<file path="src/verilog/ssf_pkg.sv">
// Constants and carrier types for the SPI serial unit.
// Assumes one core clock drives both the register port and the serial engine.
//
// Notes on behaviour
// - Overflow flag stays set until software writes one to it.
// - Overflow flag clears whenever the receiver is off.
// - Instant notify: overflow flag rises at the overflow itself.
// - Deferred notify: marker follows the data, read returns zero and sets flag.
// - Slave with address format checks the first character against the address.
// - Match sets receive complete, enables MISO, transaction proceeds.
// - Address match can wake the system from sleep.
// - Mismatch: whole transaction ignored, nothing stored, MISO idle.
// - Nine-bit characters compare only the low eight bits.
// - Without preload the slave first shifts out the current shift register.
// - Preload moves one character while select is high; next waits.
// - Preload works only when its enable bit is one.
// - Same input and output pad gives loop-back through the pad.
// - Three flags: register empty, receive complete, transmit complete; all wake except in a slave with rsb set, where only receive complete does.
// - One to enable-set enables a source, one to enable-clear disables it.
// - Shared request high while any flag and its enable are set.
// - Master: clock runs in sleep if asked, else stops after transaction.
// - Slave: in sleep only receive complete or address match wakes, or all reception drops.
// - Reset, enable and receiver-enable writes pass a synchroniser first.
// - Received character enters the buffer and flags in its last-bit cycle.
// - Slave stays idle with MISO off while select is high.
package ssf_pkg;
	// =====================================================
	// Register offsets
	localparam logic [7:0] OFS_PRIMARY = 8'h00;
	localparam logic [7:0] OFS_SECONDARY = 8'h04;
	localparam logic [7:0] OFS_DBG = 8'h08;
	localparam logic [7:0] OFS_BAUD = 8'h0a;
	localparam logic [7:0] OFS_IEN_CLR = 8'h0c;
	localparam logic [7:0] OFS_IEN_SET = 8'h0d;
	localparam logic [7:0] OFS_FLAGS = 8'h0e;
	localparam logic [7:0] OFS_STATUS = 8'h10;
	localparam logic [7:0] OFS_ADDR = 8'h14;
	localparam logic [7:0] OFS_DATA = 8'h18;
	// =====================================================
	// Field positions
	localparam int B_SOFT_RESET_BIT = 0;
	localparam int B_ENABLE = 1;
	localparam int B_MODE = 2;
	localparam int B_RSB = 7;
	localparam int B_INSTANT_OVERFLOW_NOTIFY = 8;
	localparam int B_OUTPUT_PAD_SELECT = 16;
	localparam int B_INPUT_PAD_SELECT = 20;
	localparam int B_FRAME_FORMAT = 24;
	localparam int B_CPHA = 28;
	localparam int B_CPOL = 29;
	localparam int B_DORD = 30;
	localparam int B_CHARACTER_WIDTH = 0;
	localparam int B_PLOAD = 6;
	localparam int B_HW_SELECT_ENABLE = 13;
	localparam int B_RECEIVER_ENABLE_BIT = 17;
	localparam int B_MASK = 16;
	localparam int B_DRE = 0;
	localparam int B_TXC = 1;
	localparam int B_RXC = 2;
	localparam int B_OVF = 2;
	localparam int B_BUSY = 15;
	// =====================================================
	// Encodings and reset values
	localparam logic [2:0] MODE_SLAVE = 3'h2;
	localparam logic [2:0] MODE_MASTER = 3'h3;
	localparam logic [3:0] FRAME_FORMAT_ADDR = 4'h2;
	localparam logic [2:0] CHARACTER_WIDTH_9 = 3'h1;
	localparam logic [31:0] RST_CTRL = 32'h0000_0000;
	localparam logic [8:0] RST_SHIFT = 9'h000;
	// Pad used for data out, clock and slave select, indexed by output pad select
	localparam logic [7:0] OUTPUT_PAD_SELECT_DO = {2'h0, 2'h3, 2'h2, 2'h0};
	localparam logic [7:0] OUTPUT_PAD_SELECT_SCK = {2'h3, 2'h1, 2'h3, 2'h1};
	localparam logic [7:0] OUTPUT_PAD_SELECT_SS = {2'h1, 2'h2, 2'h1, 2'h2};
	// =====================================================
	// Carrier types
	typedef struct packed {
		logic [3:0] o;
		logic [3:0] oe;
	} ssf_pad_t;
	typedef struct packed {
		logic mark;
		logic [8:0] data;
	} ssf_rx_t;
	typedef enum logic [1:0] {
		ST_IDLE = 2'b00,
		ST_ADDR = 2'b01,
		ST_ACT = 2'b11,
		ST_SKIP = 2'b10
	} ssf_state_t;
endpackage

</file>
<file path="src/verilog/ssf_spi.sv">
// SPI serial unit: register port, master/slave shift engine, receive buffer.
// Assumes pad inputs are asynchronous and the register port runs on core_clk_i.
`timescale 1ns/1ns
module ssf_spi (
	// Clock and reset
	input wire logic core_clk_i,
	input wire logic arst_n_i,
	// Register port
	input wire logic [7:0] addr_i,
	input wire logic [31:0] wdata_i,
	input wire logic we_i,
	input wire logic re_i,
	output logic [31:0] rdata_o,
	// Pads
	input wire logic [3:0] pad_i,
	output ssf_pkg::ssf_pad_t pad_o,
	output logic ss_n_o,
	// System
	input wire logic standby_i,
	output logic irq_o,
	output logic wake_o,
	output logic core_clk_req_o
);
	import ssf_pkg::*;

	// =====================================================
	// Registers
	logic [31:0] primary_control, secondary_control, addr_reg;
	logic [7:0] dbg_reg, baud_reg;
	logic [2:0] inten;
	logic transmit_complete_flag, ovf, mark;
	logic en_s1, en_q, rx_s1, rx_q, sw_req, sw_s1, sw_q;
	logic [8:0] txh;
	logic txv;
	ssf_rx_t fifo [2];
	logic wp, rp;
	logic [1:0] cnt;
	logic [31:0] rdata;

	wire srst = sw_q;
	wire wr_a = we_i && addr_i == OFS_PRIMARY;
	wire wr_b = we_i && addr_i == OFS_SECONDARY;
	wire wr_clr = we_i && addr_i == OFS_IEN_CLR;
	wire wr_set = we_i && addr_i == OFS_IEN_SET;
	wire wr_flag = we_i && addr_i == OFS_FLAGS;
	wire wr_stat = we_i && addr_i == OFS_STATUS;
	wire wr_data = we_i && addr_i == OFS_DATA;
	wire rd_data = re_i && addr_i == OFS_DATA;

	wire [2:0] mode = primary_control[B_MODE+:3];
	wire master = mode == MODE_MASTER;
	wire slave = mode == MODE_SLAVE;
	wire rsb = primary_control[B_RSB];
	wire instant_overflow_notify = primary_control[B_INSTANT_OVERFLOW_NOTIFY];
	wire [1:0] output_pad_select = primary_control[B_OUTPUT_PAD_SELECT+:2];
	wire [1:0] input_pad_select = primary_control[B_INPUT_PAD_SELECT+:2];
	wire addr_mode = primary_control[B_FRAME_FORMAT+:4] == FRAME_FORMAT_ADDR;
	wire cpha = primary_control[B_CPHA];
	wire cpol = primary_control[B_CPOL];
	wire lsb = primary_control[B_DORD];
	wire nine = secondary_control[B_CHARACTER_WIDTH+:3] == CHARACTER_WIDTH_9;
	wire pload = secondary_control[B_PLOAD];
	wire hw_select_enable = secondary_control[B_HW_SELECT_ENABLE];
	wire busy_sync = (en_q != primary_control[B_ENABLE]) || (rx_q != secondary_control[B_RECEIVER_ENABLE_BIT]) || sw_req;

	// =====================================================
	// Pad synchronisers and selection
	logic [3:0] pad_m, pad_s;
	genvar gi;
	generate
		for (gi = 0; gi < 4; gi++) begin : g_sync
			always_ff @(posedge core_clk_i or negedge arst_n_i) begin
				if (!arst_n_i) begin
					pad_m[gi] <= 1'b1;
					pad_s[gi] <= 1'b1;
				end else begin
					pad_m[gi] <= pad_i[gi];
					pad_s[gi] <= pad_m[gi];
				end
			end
		end
	endgenerate

	wire [1:0] do_pad = OUTPUT_PAD_SELECT_DO[2*output_pad_select+:2];
	wire [1:0] sck_pad = OUTPUT_PAD_SELECT_SCK[2*output_pad_select+:2];
	wire [1:0] ss_pad = OUTPUT_PAD_SELECT_SS[2*output_pad_select+:2];
	// Reading the data-in pad sees our own drive when it equals the out pad
	wire din = pad_s[input_pad_select];
	wire ss_hi = pad_s[ss_pad];

	// =====================================================
	// Shift engine signals
	ssf_state_t state;
	logic [8:0] sh;
	logic [3:0] bcnt;
	logic rbit, fresh, preloaded, msck, mbusy, mstop, sck_prev, ss_prev;
	logic [7:0] div;

	function automatic logic [8:0] shin(input logic [8:0] s, input logic d,
			input logic n9, input logic lf);
		if (!lf)
			shin = n9 ? {s[7:0], d} : {1'b0, s[6:0], d};
		else
			shin = n9 ? {d, s[8:1]} : {1'b0, d, s[7:1]};
	endfunction

	wire drop = standby_i && slave && !rsb;
	wire sck_cur = master ? msck : pad_s[sck_pad];
	wire rise = sck_cur && !sck_prev;
	wire fall = !sck_cur && sck_prev;
	wire samp_e = (cpol == cpha) ? rise : fall;
	wire chg_e = (cpol == cpha) ? fall : rise;
	wire s_on = en_q && slave && !ss_hi && !drop && state != ST_IDLE;
	wire run = s_on || (master && mbusy);
	wire samp = run && samp_e;
	wire chg = run && chg_e;
	wire last = bcnt == (nine ? 4'h8 : 4'h7);
	wire done = samp && last;
	wire [8:0] rxw = shin(sh, din, nine, lsb);
	wire match = ((rxw[7:0] ^ addr_reg[7:0]) & ~addr_reg[B_MASK+:8]) == 8'h00;
	wire first_chk = done && state == ST_ADDR;
	wire hit = first_chk && match;
	wire store = done && rx_q && (master || state == ST_ACT || hit);
	wire out_bit = lsb ? sh[0] : (nine ? sh[8] : sh[7]);
	wire do_en = en_q && (master || (slave && s_on && state == ST_ACT));
	wire ss_rise = ss_hi && !ss_prev;
	wire m_start = en_q && master && !mbusy && txv;
	wire tick = mbusy && div == baud_reg;
	wire preload = en_q && slave && ss_hi && pload && !preloaded && txv;
	wire load_b = done && txv && state != ST_SKIP;
	wire tx_take = m_start || load_b || preload;

	// =====================================================
	// Receive buffer
	wire full = cnt == 2'h2;
	wire ovf_evt = store && (full || mark);
	wire push = store && !full && !mark;
	wire pop = rd_data && cnt != 2'h0;
	wire mark_rd = rd_data && cnt == 2'h0 && mark;
	wire receive_complete_flag = cnt != 2'h0 || mark;
	wire [2:0] flags = {receive_complete_flag, transmit_complete_flag, !txv};
	wire txc_set = (slave && ss_rise && state != ST_IDLE && state != ST_SKIP)
		|| (master && mbusy && mstop && tick && !msck == cpol)
		|| (master && done && !txv && cpha);

	always_ff @(posedge core_clk_i or negedge arst_n_i) begin
		if (!arst_n_i) begin
			wp <= 1'b0;
			rp <= 1'b0;
			cnt <= 2'h0;
			mark <= 1'b0;
			fifo[0] <= '0;
			fifo[1] <= '0;
		end else if (srst || !rx_q) begin
			wp <= 1'b0;
			rp <= 1'b0;
			cnt <= 2'h0;
			mark <= 1'b0;
		end else begin
			if (push) begin
				fifo[wp] <= '{mark: 1'b0, data: rxw};
				wp <= !wp;
			end
			if (pop)
				rp <= !rp;
			cnt <= cnt + {1'b0, push} - {1'b0, pop};
			if (ovf_evt && !instant_overflow_notify)
				mark <= 1'b1;
			else if (mark_rd)
				mark <= 1'b0;
		end
	end

	// =====================================================
	// Control registers and write synchronisers
	always_ff @(posedge core_clk_i or negedge arst_n_i) begin
		if (!arst_n_i) begin
			primary_control <= RST_CTRL;
			secondary_control <= RST_CTRL;
			addr_reg <= RST_CTRL;
			dbg_reg <= 8'h00;
			baud_reg <= 8'h00;
			inten <= 3'h0;
			sw_req <= 1'b0;
		end else begin
			if (wr_a)
				primary_control <= {wdata_i[31:1], 1'b0};
			if (wr_b)
				secondary_control <= wdata_i;
			if (we_i && addr_i == OFS_ADDR)
				addr_reg <= wdata_i;
			if (we_i && addr_i == OFS_DBG)
				dbg_reg <= wdata_i[7:0];
			if (we_i && addr_i == OFS_BAUD)
				baud_reg <= wdata_i[7:0];
			if (wr_set)
				inten <= inten | wdata_i[2:0];
			if (wr_clr)
				inten <= inten & ~wdata_i[2:0];
			if (wr_a && wdata_i[B_SOFT_RESET_BIT])
				sw_req <= 1'b1;
			if (srst) begin
				primary_control <= RST_CTRL;
				secondary_control <= RST_CTRL;
				addr_reg <= RST_CTRL;
				baud_reg <= 8'h00;
				inten <= 3'h0;
				sw_req <= 1'b0;
			end
		end
	end

	always_ff @(posedge core_clk_i or negedge arst_n_i) begin
		if (!arst_n_i) begin
			{en_s1, en_q, rx_s1, rx_q, sw_s1, sw_q} <= 6'h00;
		end else begin
			en_s1 <= primary_control[B_ENABLE];
			en_q <= en_s1;
			rx_s1 <= secondary_control[B_RECEIVER_ENABLE_BIT];
			rx_q <= rx_s1;
			sw_s1 <= sw_req && !srst;
			sw_q <= sw_s1;
		end
	end

	// =====================================================
	// Flags and transmit holding word
	always_ff @(posedge core_clk_i or negedge arst_n_i) begin
		if (!arst_n_i) begin
			transmit_complete_flag <= 1'b0;
			ovf <= 1'b0;
			txh <= 9'h000;
			txv <= 1'b0;
		end else if (srst) begin
			transmit_complete_flag <= 1'b0;
			ovf <= 1'b0;
			txv <= 1'b0;
		end else begin
			transmit_complete_flag <= txc_set || (transmit_complete_flag && !(wr_flag && wdata_i[B_TXC]));
			if (!rx_q)
				ovf <= 1'b0;
			else
				ovf <= (ovf_evt && instant_overflow_notify) || mark_rd || (ovf && !(wr_stat && wdata_i[B_OVF]));
			if (wr_data) begin
				txh <= wdata_i[8:0];
				txv <= 1'b1;
			end else if (tx_take)
				txv <= 1'b0;
		end
	end

	// =====================================================
	// Shift engine
	always_ff @(posedge core_clk_i or negedge arst_n_i) begin
		if (!arst_n_i) begin
			state <= ST_IDLE;
			sh <= RST_SHIFT;
			bcnt <= 4'h0;
			{rbit, fresh, preloaded, msck, mbusy, mstop, sck_prev, ss_prev} <= 8'h03;
			div <= 8'h00;
		end else if (srst) begin
			state <= ST_IDLE;
			sh <= RST_SHIFT;
			{mbusy, mstop, preloaded} <= 3'h0;
		end else begin
			sck_prev <= sck_cur;
			ss_prev <= ss_hi;
			if (preload) begin
				sh <= txh;
				preloaded <= 1'b1;
			end
			if (!slave || ss_hi || drop || !en_q) begin
				if (!master)
					state <= ST_IDLE;
				if (ss_rise)
					preloaded <= 1'b0;
			end else if (state == ST_IDLE) begin
				state <= addr_mode ? ST_ADDR : ST_ACT;
				bcnt <= 4'h0;
				fresh <= cpha;
			end
			if (m_start) begin
				sh <= txh;
				mbusy <= 1'b1;
				mstop <= 1'b0;
				bcnt <= 4'h0;
				fresh <= cpha;
				div <= 8'h00;
				msck <= cpol;
			end
			if (mbusy) begin
				div <= tick ? 8'h00 : div + 8'h01;
				if (tick) begin
					msck <= !msck;
					if (mstop && !msck == cpol)
						mbusy <= 1'b0;
				end
			end
			if (!mbusy)
				msck <= cpol;
			if (samp) begin
				rbit <= din;
				bcnt <= last ? 4'h0 : bcnt + 4'h1;
			end
			if (chg) begin
				if (fresh)
					fresh <= 1'b0;
				else
					sh <= shin(sh, rbit, nine, lsb);
			end
			if (done) begin
				fresh <= 1'b1;
				sh <= load_b ? txh : rxw;
				if (state == ST_ADDR)
					state <= match ? ST_ACT : ST_SKIP;
				if (master && !txv) begin
					mstop <= 1'b1;
					if (cpha)
						mbusy <= 1'b0;
				end
			end
		end
	end

	// =====================================================
	// Pads, read port and system outputs
	generate
		for (gi = 0; gi < 4; gi++) begin : g_pad
			assign pad_o.o[gi] = (gi == do_pad) ? out_bit : msck;
			assign pad_o.oe[gi] = ((gi == do_pad) && do_en)
				|| ((gi == sck_pad) && (gi != do_pad) && en_q && master);
		end
	endgenerate

	wire [31:0] rd_mux =
		(addr_i == OFS_PRIMARY) ? primary_control :
		(addr_i == OFS_SECONDARY) ? secondary_control :
		(addr_i == OFS_DBG) ? {24'h0, dbg_reg} :
		(addr_i == OFS_BAUD) ? {24'h0, baud_reg} :
		(addr_i == OFS_IEN_CLR || addr_i == OFS_IEN_SET) ? {29'h0, inten} :
		(addr_i == OFS_FLAGS) ? {29'h0, flags} :
		(addr_i == OFS_STATUS) ? {16'h0, busy_sync, 12'h0, ovf, 2'h0} :
		(addr_i == OFS_ADDR) ? addr_reg :
		(addr_i == OFS_DATA && cnt != 2'h0) ? {23'h0, fifo[rp].data} :
		32'h0;

	always_ff @(posedge core_clk_i or negedge arst_n_i) begin
		if (!arst_n_i)
			rdata <= 32'h0;
		else
			rdata <= re_i ? rd_mux : 32'h0;
	end

	assign rdata_o = rdata;
	assign ss_n_o = !(master && hw_select_enable && mbusy);
	assign irq_o = |(flags & inten);
	assign wake_o = (slave && rsb) ? ((receive_complete_flag && inten[B_RXC]) || hit) : (irq_o || hit);
	assign core_clk_req_o = !(standby_i && master && !rsb && !mbusy);

	// =====================================================
	// Checks
	ovf_hold_a: assert property (@(posedge core_clk_i) disable iff (!arst_n_i)
		ovf && rx_q && !srst && !(wr_stat && wdata_i[B_OVF]) |=> ovf)
		else $error("overflow flag dropped without clear");
	ovf_rxoff_a: assert property (@(posedge core_clk_i) disable iff (!arst_n_i)
		!rx_q |=> !ovf) else $error("overflow flag kept with receiver off");
	ovf_instant_a: assert property (@(posedge core_clk_i) disable iff (!arst_n_i)
		ovf_evt && instant_overflow_notify && !srst && rx_q |=> ovf) else $error("instant overflow missed");
	marker_zero_a: assert property (@(posedge core_clk_i) disable iff (!arst_n_i)
		mark_rd && rx_q && !srst |=> ovf && rdata_o == 32'h0)
		else $error("marker read not zero with flag");
	skip_quiet_a: assert property (@(posedge core_clk_i) disable iff (!arst_n_i)
		state == ST_SKIP && slave |-> !do_en && !push) else $error("ignored frame active");
	ss_tristate_a: assert property (@(posedge core_clk_i) disable iff (!arst_n_i)
		slave && ss_hi |-> !pad_o.oe[do_pad]) else $error("MISO driven while deselected");
	irq_clear_a: assert property (@(posedge core_clk_i) disable iff (!arst_n_i)
		wr_clr && wdata_i[2:0] == 3'h7 && !wr_set |=> !irq_o) else $error("irq after disable");
	rx_push_a: assert property (@(posedge core_clk_i) disable iff (!arst_n_i)
		push && !pop && !srst |=> cnt == $past(cnt) + 2'h1 && receive_complete_flag)
		else $error("character not buffered in its last-bit cycle");
endmodule

</file>
<file path="config.mk">
export PLATFORM = sky130hd
export DESIGN_NAME = ssf_spi
export DESIGN_NICKNAME = d
export VERILOG_FILES = /design/src/verilog/ssf_pkg.sv /design/src/verilog/ssf_spi.sv
export SDC_FILE = /design/constraint.sdc
export NUM_CORES = 1
export LEC_CHECK = 0
export BUFFER_PORTS_ARGS = -buffer_cell sky130_fd_sc_hd__buf_4
export CAP_MARGIN = 20
export CORE_MARGIN = 2
export CORE_UTILIZATION = 48
export CTS_BUF_LIST = sky130_fd_sc_hd__clkbuf_2 sky130_fd_sc_hd__clkbuf_4 sky130_fd_sc_hd__clkbuf_8
export CTS_CLUSTER_SIZE = 25
export DETAILED_ROUTE_END_ITERATION = 6
export GPL_ROUTABILITY_DRIVEN = 0
export PLACE_DENSITY = 0.75
export SLEW_MARGIN = 20
export SYNTH_ARGS = -nofsm -noshare
export SYNTH_HDL_FRONTEND = slang
export SYNTH_SLANG_ARGS = --single-unit
</file>
<file path="constraint.sdc">
create_clock -name core_clk_i -period 4.5 [get_ports core_clk_i]
set_input_delay 0.45 -clock core_clk_i [delete_from_list [all_inputs] [get_ports core_clk_i]]
set_output_delay 0.45 -clock core_clk_i [all_outputs]
set_load 0.01 [all_outputs]
</file>
## After elaboration in Yosys (flattened, before gate mapping)

Cells that the tools add are included.

| word-level totals | value |
|---|---|
| register bits | 230 |
| input bits | 49 |
| output and inout bits | 44 |

| cells by class | value |
|---|---|
| $add $sub $neg | 4 |
| order comparisons | 6 |
| eq/ne operators | 34 |
| shifts and indexed selects | 3 |
| mux-type cells | 114 |
| bitwise gates (word level) | 11 |
| reductions and logical operators | 168 |

Operators by type and width:

| operator | number |
|---|---|
| $mux W32 | 15 |
| $mux W9 | 17 |
| $logic_and A1 B1 Y1 | 91 |
| $mux W1 | 54 |
| $eq A8 B4 Y1 const B | 5 |
| $mux W8 | 5 |
| $logic_or A1 B1 Y1 | 26 |
| $eq A8 B5 Y1 const B | 3 |
| $mux W4 | 6 |
| $shiftx A8 B4 Y2 const A | 3 |
| $logic_not A1 Y1 | 23 |
| $reduce_bool A2 Y1 | 11 |
| $bwmux W20 | 1 |
| $logic_not A8 Y1 | 2 |
| $mux W2 | 8 |
| $reduce_bool A3 Y1 | 4 |
| $demux W10 S1 | 1 |
| $mux W10 | 1 |
| $reduce_and A2 Y1 | 5 |
| $lt A2 B3 Y1 const B | 3 |
| $mux W3 | 3 |
| $add A8 B1 Y8 const B | 1 |
| $and A8 B8 Y8 | 1 |
| $eq A2 B2 Y1 const A | 4 |
| other kinds (32) | 47 |

## Logic depth before layout (Yosys ltp)

| logic depth | value |
|---|---|
| depth in word-level cells | 20 |
| gate-level depth with buffers | 14 |

## Worst setup path before layout

OpenSTA, ideal clock, no wires.

| path | value |
|---|---|
| path type | reg2reg |
| from | register primary_control[21] |
| to | register cnt[1] |
| library setup time | 0.120 ns |
| data arrival time | 3.179 ns |
| data required time | 4.380 ns |
| setup slack | 1.201 ns |
| cell stages (with the launch flop) | 14 |
| buffers on the path | 0 |
| period minus slack after synthesis | 3.299 ns |
| path through | dfrtp_1 > mux2_2 > a222oi_1 > xor2_1 > nor2_1 > nor4_1 > o21ai_0 > or4_1 > ha_1 > inv_1 > ha_1 > xor2_1 > xnor2_1 > nor2_1 |

| on the way | value |
|---|---|
| longest elaborated chain between the ends | 15 |

RTL lines:

| item | RTL line | RTL |
|---|---|---|
| start: declaration | ssf_spi.sv:28 | `logic [31:0] primary_control, secondary_control, addr_reg;` |
| start signal: assignment | ssf_spi.sv:187 | `primary_control <= {wdata_i[31:1], 1'b0};` |
| $bmux W1 S2 (*) | ssf_spi.sv:88 | `wire din = pad_s[input_pad_select];` |
| $mux W1 (not written as such) (*) | ssf_spi.sv:88 |  |
| $mux W9 (on tied branches) | ssf_spi.sv:102, ssf_spi.sv:104 |  |
| $mux W9 (*) | ssf_spi.sv:101 | `if (!lf)` |
| $xor A8 B8 Y8 (*) | ssf_spi.sv:120 | `wire match = ((rxw[7:0] ^ addr_reg[7:0]) & ~addr_reg[B_MASK+:8]) == 8'h00;` |
| $and A8 B8 Y8 (*) | ssf_spi.sv:120 |  |
| $logic_not A8 Y1 (*) | ssf_spi.sv:120 |  |
| $logic_and A1 B1 Y1 (*) | ssf_spi.sv:122 | `wire hit = first_chk && match;` |
| $logic_or A1 B1 Y1 (*) | ssf_spi.sv:123 | `wire store = done && rx_q && (master \|\| state == ST_ACT \|\| hit);` |
| $logic_and A1 B1 Y1 (*) | ssf_spi.sv:123 |  |
| $logic_and A1 B1 Y1 (*) (2 in a row) | ssf_spi.sv:137 | `wire push = store && !full && !mark;` |
| $add A2 B1 Y2 (*) | ssf_spi.sv:166 | `cnt <= cnt + {1'b0, push} - {1'b0, pop};` |
| $sub A2 B1 Y2 (*) | ssf_spi.sv:166 |  |
| $mux W2 (*) | ssf_spi.sv:154 | `end else if (srst \|\| !rx_q) begin` |
| end signal: assignment | ssf_spi.sv:166 |  |
| end: declaration | ssf_spi.sv:37 | `logic [1:0] cnt;` |

Every way passes the cells marked *; elsewhere a longest branch is shown, timed or not. The select of a mux whose other input is x is not followed.
A chain may end at the register's enable or synchronous reset.

## Worst setup path in the final report

| path | value |
|---|---|
| from | register primary_control[30] |
| to | register cnt[1] |

| on the way | value |
|---|---|
| longest elaborated chain between the ends | 12 |

RTL lines:

| item | RTL line |
|---|---|
| $mux W9 | ssf_spi.sv:101 |
| $xor A8 B8 Y8 | ssf_spi.sv:120 |
| $and A8 B8 Y8 | ssf_spi.sv:120 |
| $logic_not A8 Y1 | ssf_spi.sv:120 |
| $logic_and A1 B1 Y1 | ssf_spi.sv:122 |
| $logic_or A1 B1 Y1 | ssf_spi.sv:123 |
| $logic_and A1 B1 Y1 | ssf_spi.sv:123 |
| $logic_and A1 B1 Y1 (2 in a row) | ssf_spi.sv:137 |
| $add A2 B1 Y2 | ssf_spi.sv:166 |
| $sub A2 B1 Y2 | ssf_spi.sv:166 |
| $mux W2 | ssf_spi.sv:154 |

Every way passes these cells.

==> flow_metrics.py <==
metrics = {
    "timing": {
        "hold_violations": 12,
        "setup_tns_ns": 0,
        "rsz0062_at_grt": "false",
        "drv_slew": 0,
        "skew_ns": 0.0160,
        "max_slew_margin": 0.277,
        "setup_slack_ns": 0.778,
        "post-route-period-util": 0.827,
        "fmaxAchievable_mhz": 269,
        "holdWs_ns": -0.109,
        "setup_viol": 0,
        "layout_min_cycle_time_ns": 3.72,
        "tightest_slew_ns": 1.08,
    },
    "clocking": {
        "clk-insertion-delay-late_ns": 0.54,
        "cts-root-buf": "clkbuf_8",
        "numCtsBuffers": 38,
        "cts_tree": "yes",
        "cts.sinks": 227,
        "post_cts_buffers": 0,
        "clock_path_buffers": 3,
        "cts_max_level": 2,
        "clk_pin_slew_ns": 0.07,
    },
    "hold_path": {
        "min_path_type": "in -> async",
    },
    "floorplan": {
        "initial_core_util": 0.489,
        "die_area_um2": 24400,
        "coreArea_um2": 22700,
        "ios": 93,
        "core.rowCount": 55,
        "die_h_um": 156,
        "fp.dieW_um": 156,
    },
    "critical_path": {
        "worstRegToRegCells": 14,
        "reg2reg_to": "cnt[1]",
        "r2r_start": "primary_control[30]",
        "endpoint_kind": "register",
        "setup.worst_path.end": "cnt[1]",
        "path_max_fanout": 23,
        "setup.worst_path.start": "primary_control[30]",
        "arrival_ns": 4.14,
        "ff2ff_setup_slack_ns": 0.78,
        "start_kind": "register",
        "required_ns": 4.92,
        "critical_path_class": "reg -> reg",
    },
    "power": {
        "powerDensity_nw_per_um2": 369,
        "peakVddDrop_mv": 0.268,
        "p_leak_uw": 0.00586,
    },
    "global_routing": {
        "met2_usage": 0.426,
        "gr-usage-met1": 0.370,
        "grt_use_total": 0.270,
        "busiest_layer": "met2",
        "antenna_found_initial": 0,
        "grt_use_met3": 0.0522,
        "grt_max_degree": 130,
        "grt_pass1_wl_um": 51200,
        "first_global_vias": 9293,
        "grt_overflow": 0,
    },
    "synth": {
        "ys_warn_count": 0,
        "ys_seq_area_frac": 0.512,
        "synth_ff_type": "dfrtp_1",
        "syn_nets": 1233,
        "async_reset_ff_frac": 1.00,
        "synth_edf_count": 0,
        "synthCells": 1178,
        "syn_avg_cell_area_um2": 9.43,
        "syn_area_um2": 11100,
        "synth-seq-cells": 227,
        "yosysUniqueCellTypes": 73,
    },
    "placement": {
        "place_ws_ns": 0.868,
        "hpwl_um": 21900,
        "port_buffers": 92,
    },
    "drt": {
        "vias": 9505,
        "dr.pass1.iters": 5,
        "remaining_drc_errors": 0,
        "drtIter0Drc": 840,
        "antenna_left": 0,
        "viasPerCell": 6.08,
        "wl_um": 32300,
        "avgRoutedWirePerCell_um": 20.7,
    },
    "outcome": {
        "violations": "hold timing",
        "status": "finished with violations",
    },
    "final_layout": {
        "fin_nets": 1306,
        "syn2layout_area_growth_pct": 15.7,
        "num_antenna_cells": 0,
        "final_layout_size_suffix_gt1_frac": 0.200,
    },
    "run": {
        "cap_viol_max_count": 0,
    },
}
[repair_timing]
action | CTS | global route
hold buffers | 1 | 0
endpoints found under the hold margin | 1 | 0
gates resized for setup | 0 | 0
[power breakdown]
part	internal, uW	leakage, uW	switching [uW]
combinational	239	0.00235	325
sequential	2150	0.00309	116
clock	1070	0.000421	843
total	3460	0.00586	1290
[synthesized netlist by cell type, types with 16 or more instances]
cell type / count / area [um2]
nand2_1: 248 / 931
dfrtp_1: 217 / 5430
a21oi_1: 159 / 796
clkbuf_1: 78 / 293
nor2_1: 66 / 248
mux2_2: 48 / 541
o21ai_0: 30 / 150
a22o_1: 28 / 245
mux2i_1: 27 / 270
nand3_1: 27 / 135
and3_1: 25 / 156
inv_1: 16 / 60.1
o211ai_1: 16 / 120
xnor2_1: 16 / 140
[how the worst min path moves through the flow]
| stage | endpoint | slack [ns] | cells after the start |
|---|---|---|---|
| final | rdata_o[5] | -0.11 | 1 |
| after global routing | pad_m[3] | 0.01 | 1 |
| after floorplan | addr_reg[0] | 0.15 | 0 |
| after CTS | pad_m[3] | 0.006 | 1 |
| after detailed placement | srst | 0.34 | 0 |
| after global placement | rx_q | 0.33 | 0 |
[layout by cell type, fill, tap and decap left out, drive strengths merged, types with 14 or more instances in the layout]
master / count
nand2: 248
dfrtp: 217
a21oi: 159
buf: 116
nor2: 66
clkbuf: 57
mux2: 52
o21ai: 31
a22o: 28
nand3: 27
mux2i: 27
and3: 25
inv: 17
o211ai: 16
xnor2: 16
nand2b: 14
[critical path: stages (launching register included)]
cell      delay [ns]
dfrtp_1         0.80
nor2_1          0.12
a222oi_1        0.34
buf_4           0.20
xor2_1          0.15
nor2_1          0.05
nor4_1          0.43
o21ai_0         0.14
or4_1           0.50
ha_1            0.30
inv_1           0.04
ha_1            0.17
xor2_1          0.17
xnor2_1         0.14
nor2_1          0.05
[logic make-up (layout without fill, tap and decap cells)]
| group | Yosys count | after routing | share of synthesized area |
|---|---|---|---|
| AOI/OAI and AO/OA | 297 | 297 | 0.167 |
| xor gates and xnor gates | 24 | 24 | 0.0189 |
| adders and majority gates | 6 | 6 | 0.00676 |
| buffers and inverters | 101 | 201 | 0.0343 |
| DFF | 227 | 227 | 0.512 |
| muxes | 80 | 80 | 0.0790 |
| and+or+nand+nor | 443 | 443 | 0.182 |
[per-layer routing]
| layer | share of wire | vias up |
|---|---|---|
| li1 | - | 4285 |
| met1 | 0.41 | 4674 |
| met2 | 0.47 | 455 |
| met3 | 0.079 | 91 |
| met4 | 0.036 | 0 |
| met5 | 0 | - |
[cell type report]
class	count	area (um2)
multi-input cells	850	5050
clock buffers	57	709
well taps	285	357
fillers	1980	9860
repair buffers	117	888
clock inverters	10	83.8
flip-flops and latches	227	5700
inverters	17	63.8
[per-stage QoR]
step | hold slack, ns | util | area (um2) | instances | power (uW)
floorplan | 0.154 | - | 11100 | 1178 | 2610
global placement | 0.334 | 0.531 | 12100 | 1495 | 2830
detailed placement | 0.337 | 0.531 | 12100 | 1495 | 2850
CTS | 0.00575 | 0.566 | 12900 | 1563 | 4760
global route | 0.0148 | 0.566 | 12900 | 1563 | 4920
finish | -0.109 | 0.566 | 12900 | 1563 | 4740
Power figures use the tool's default switching activity.
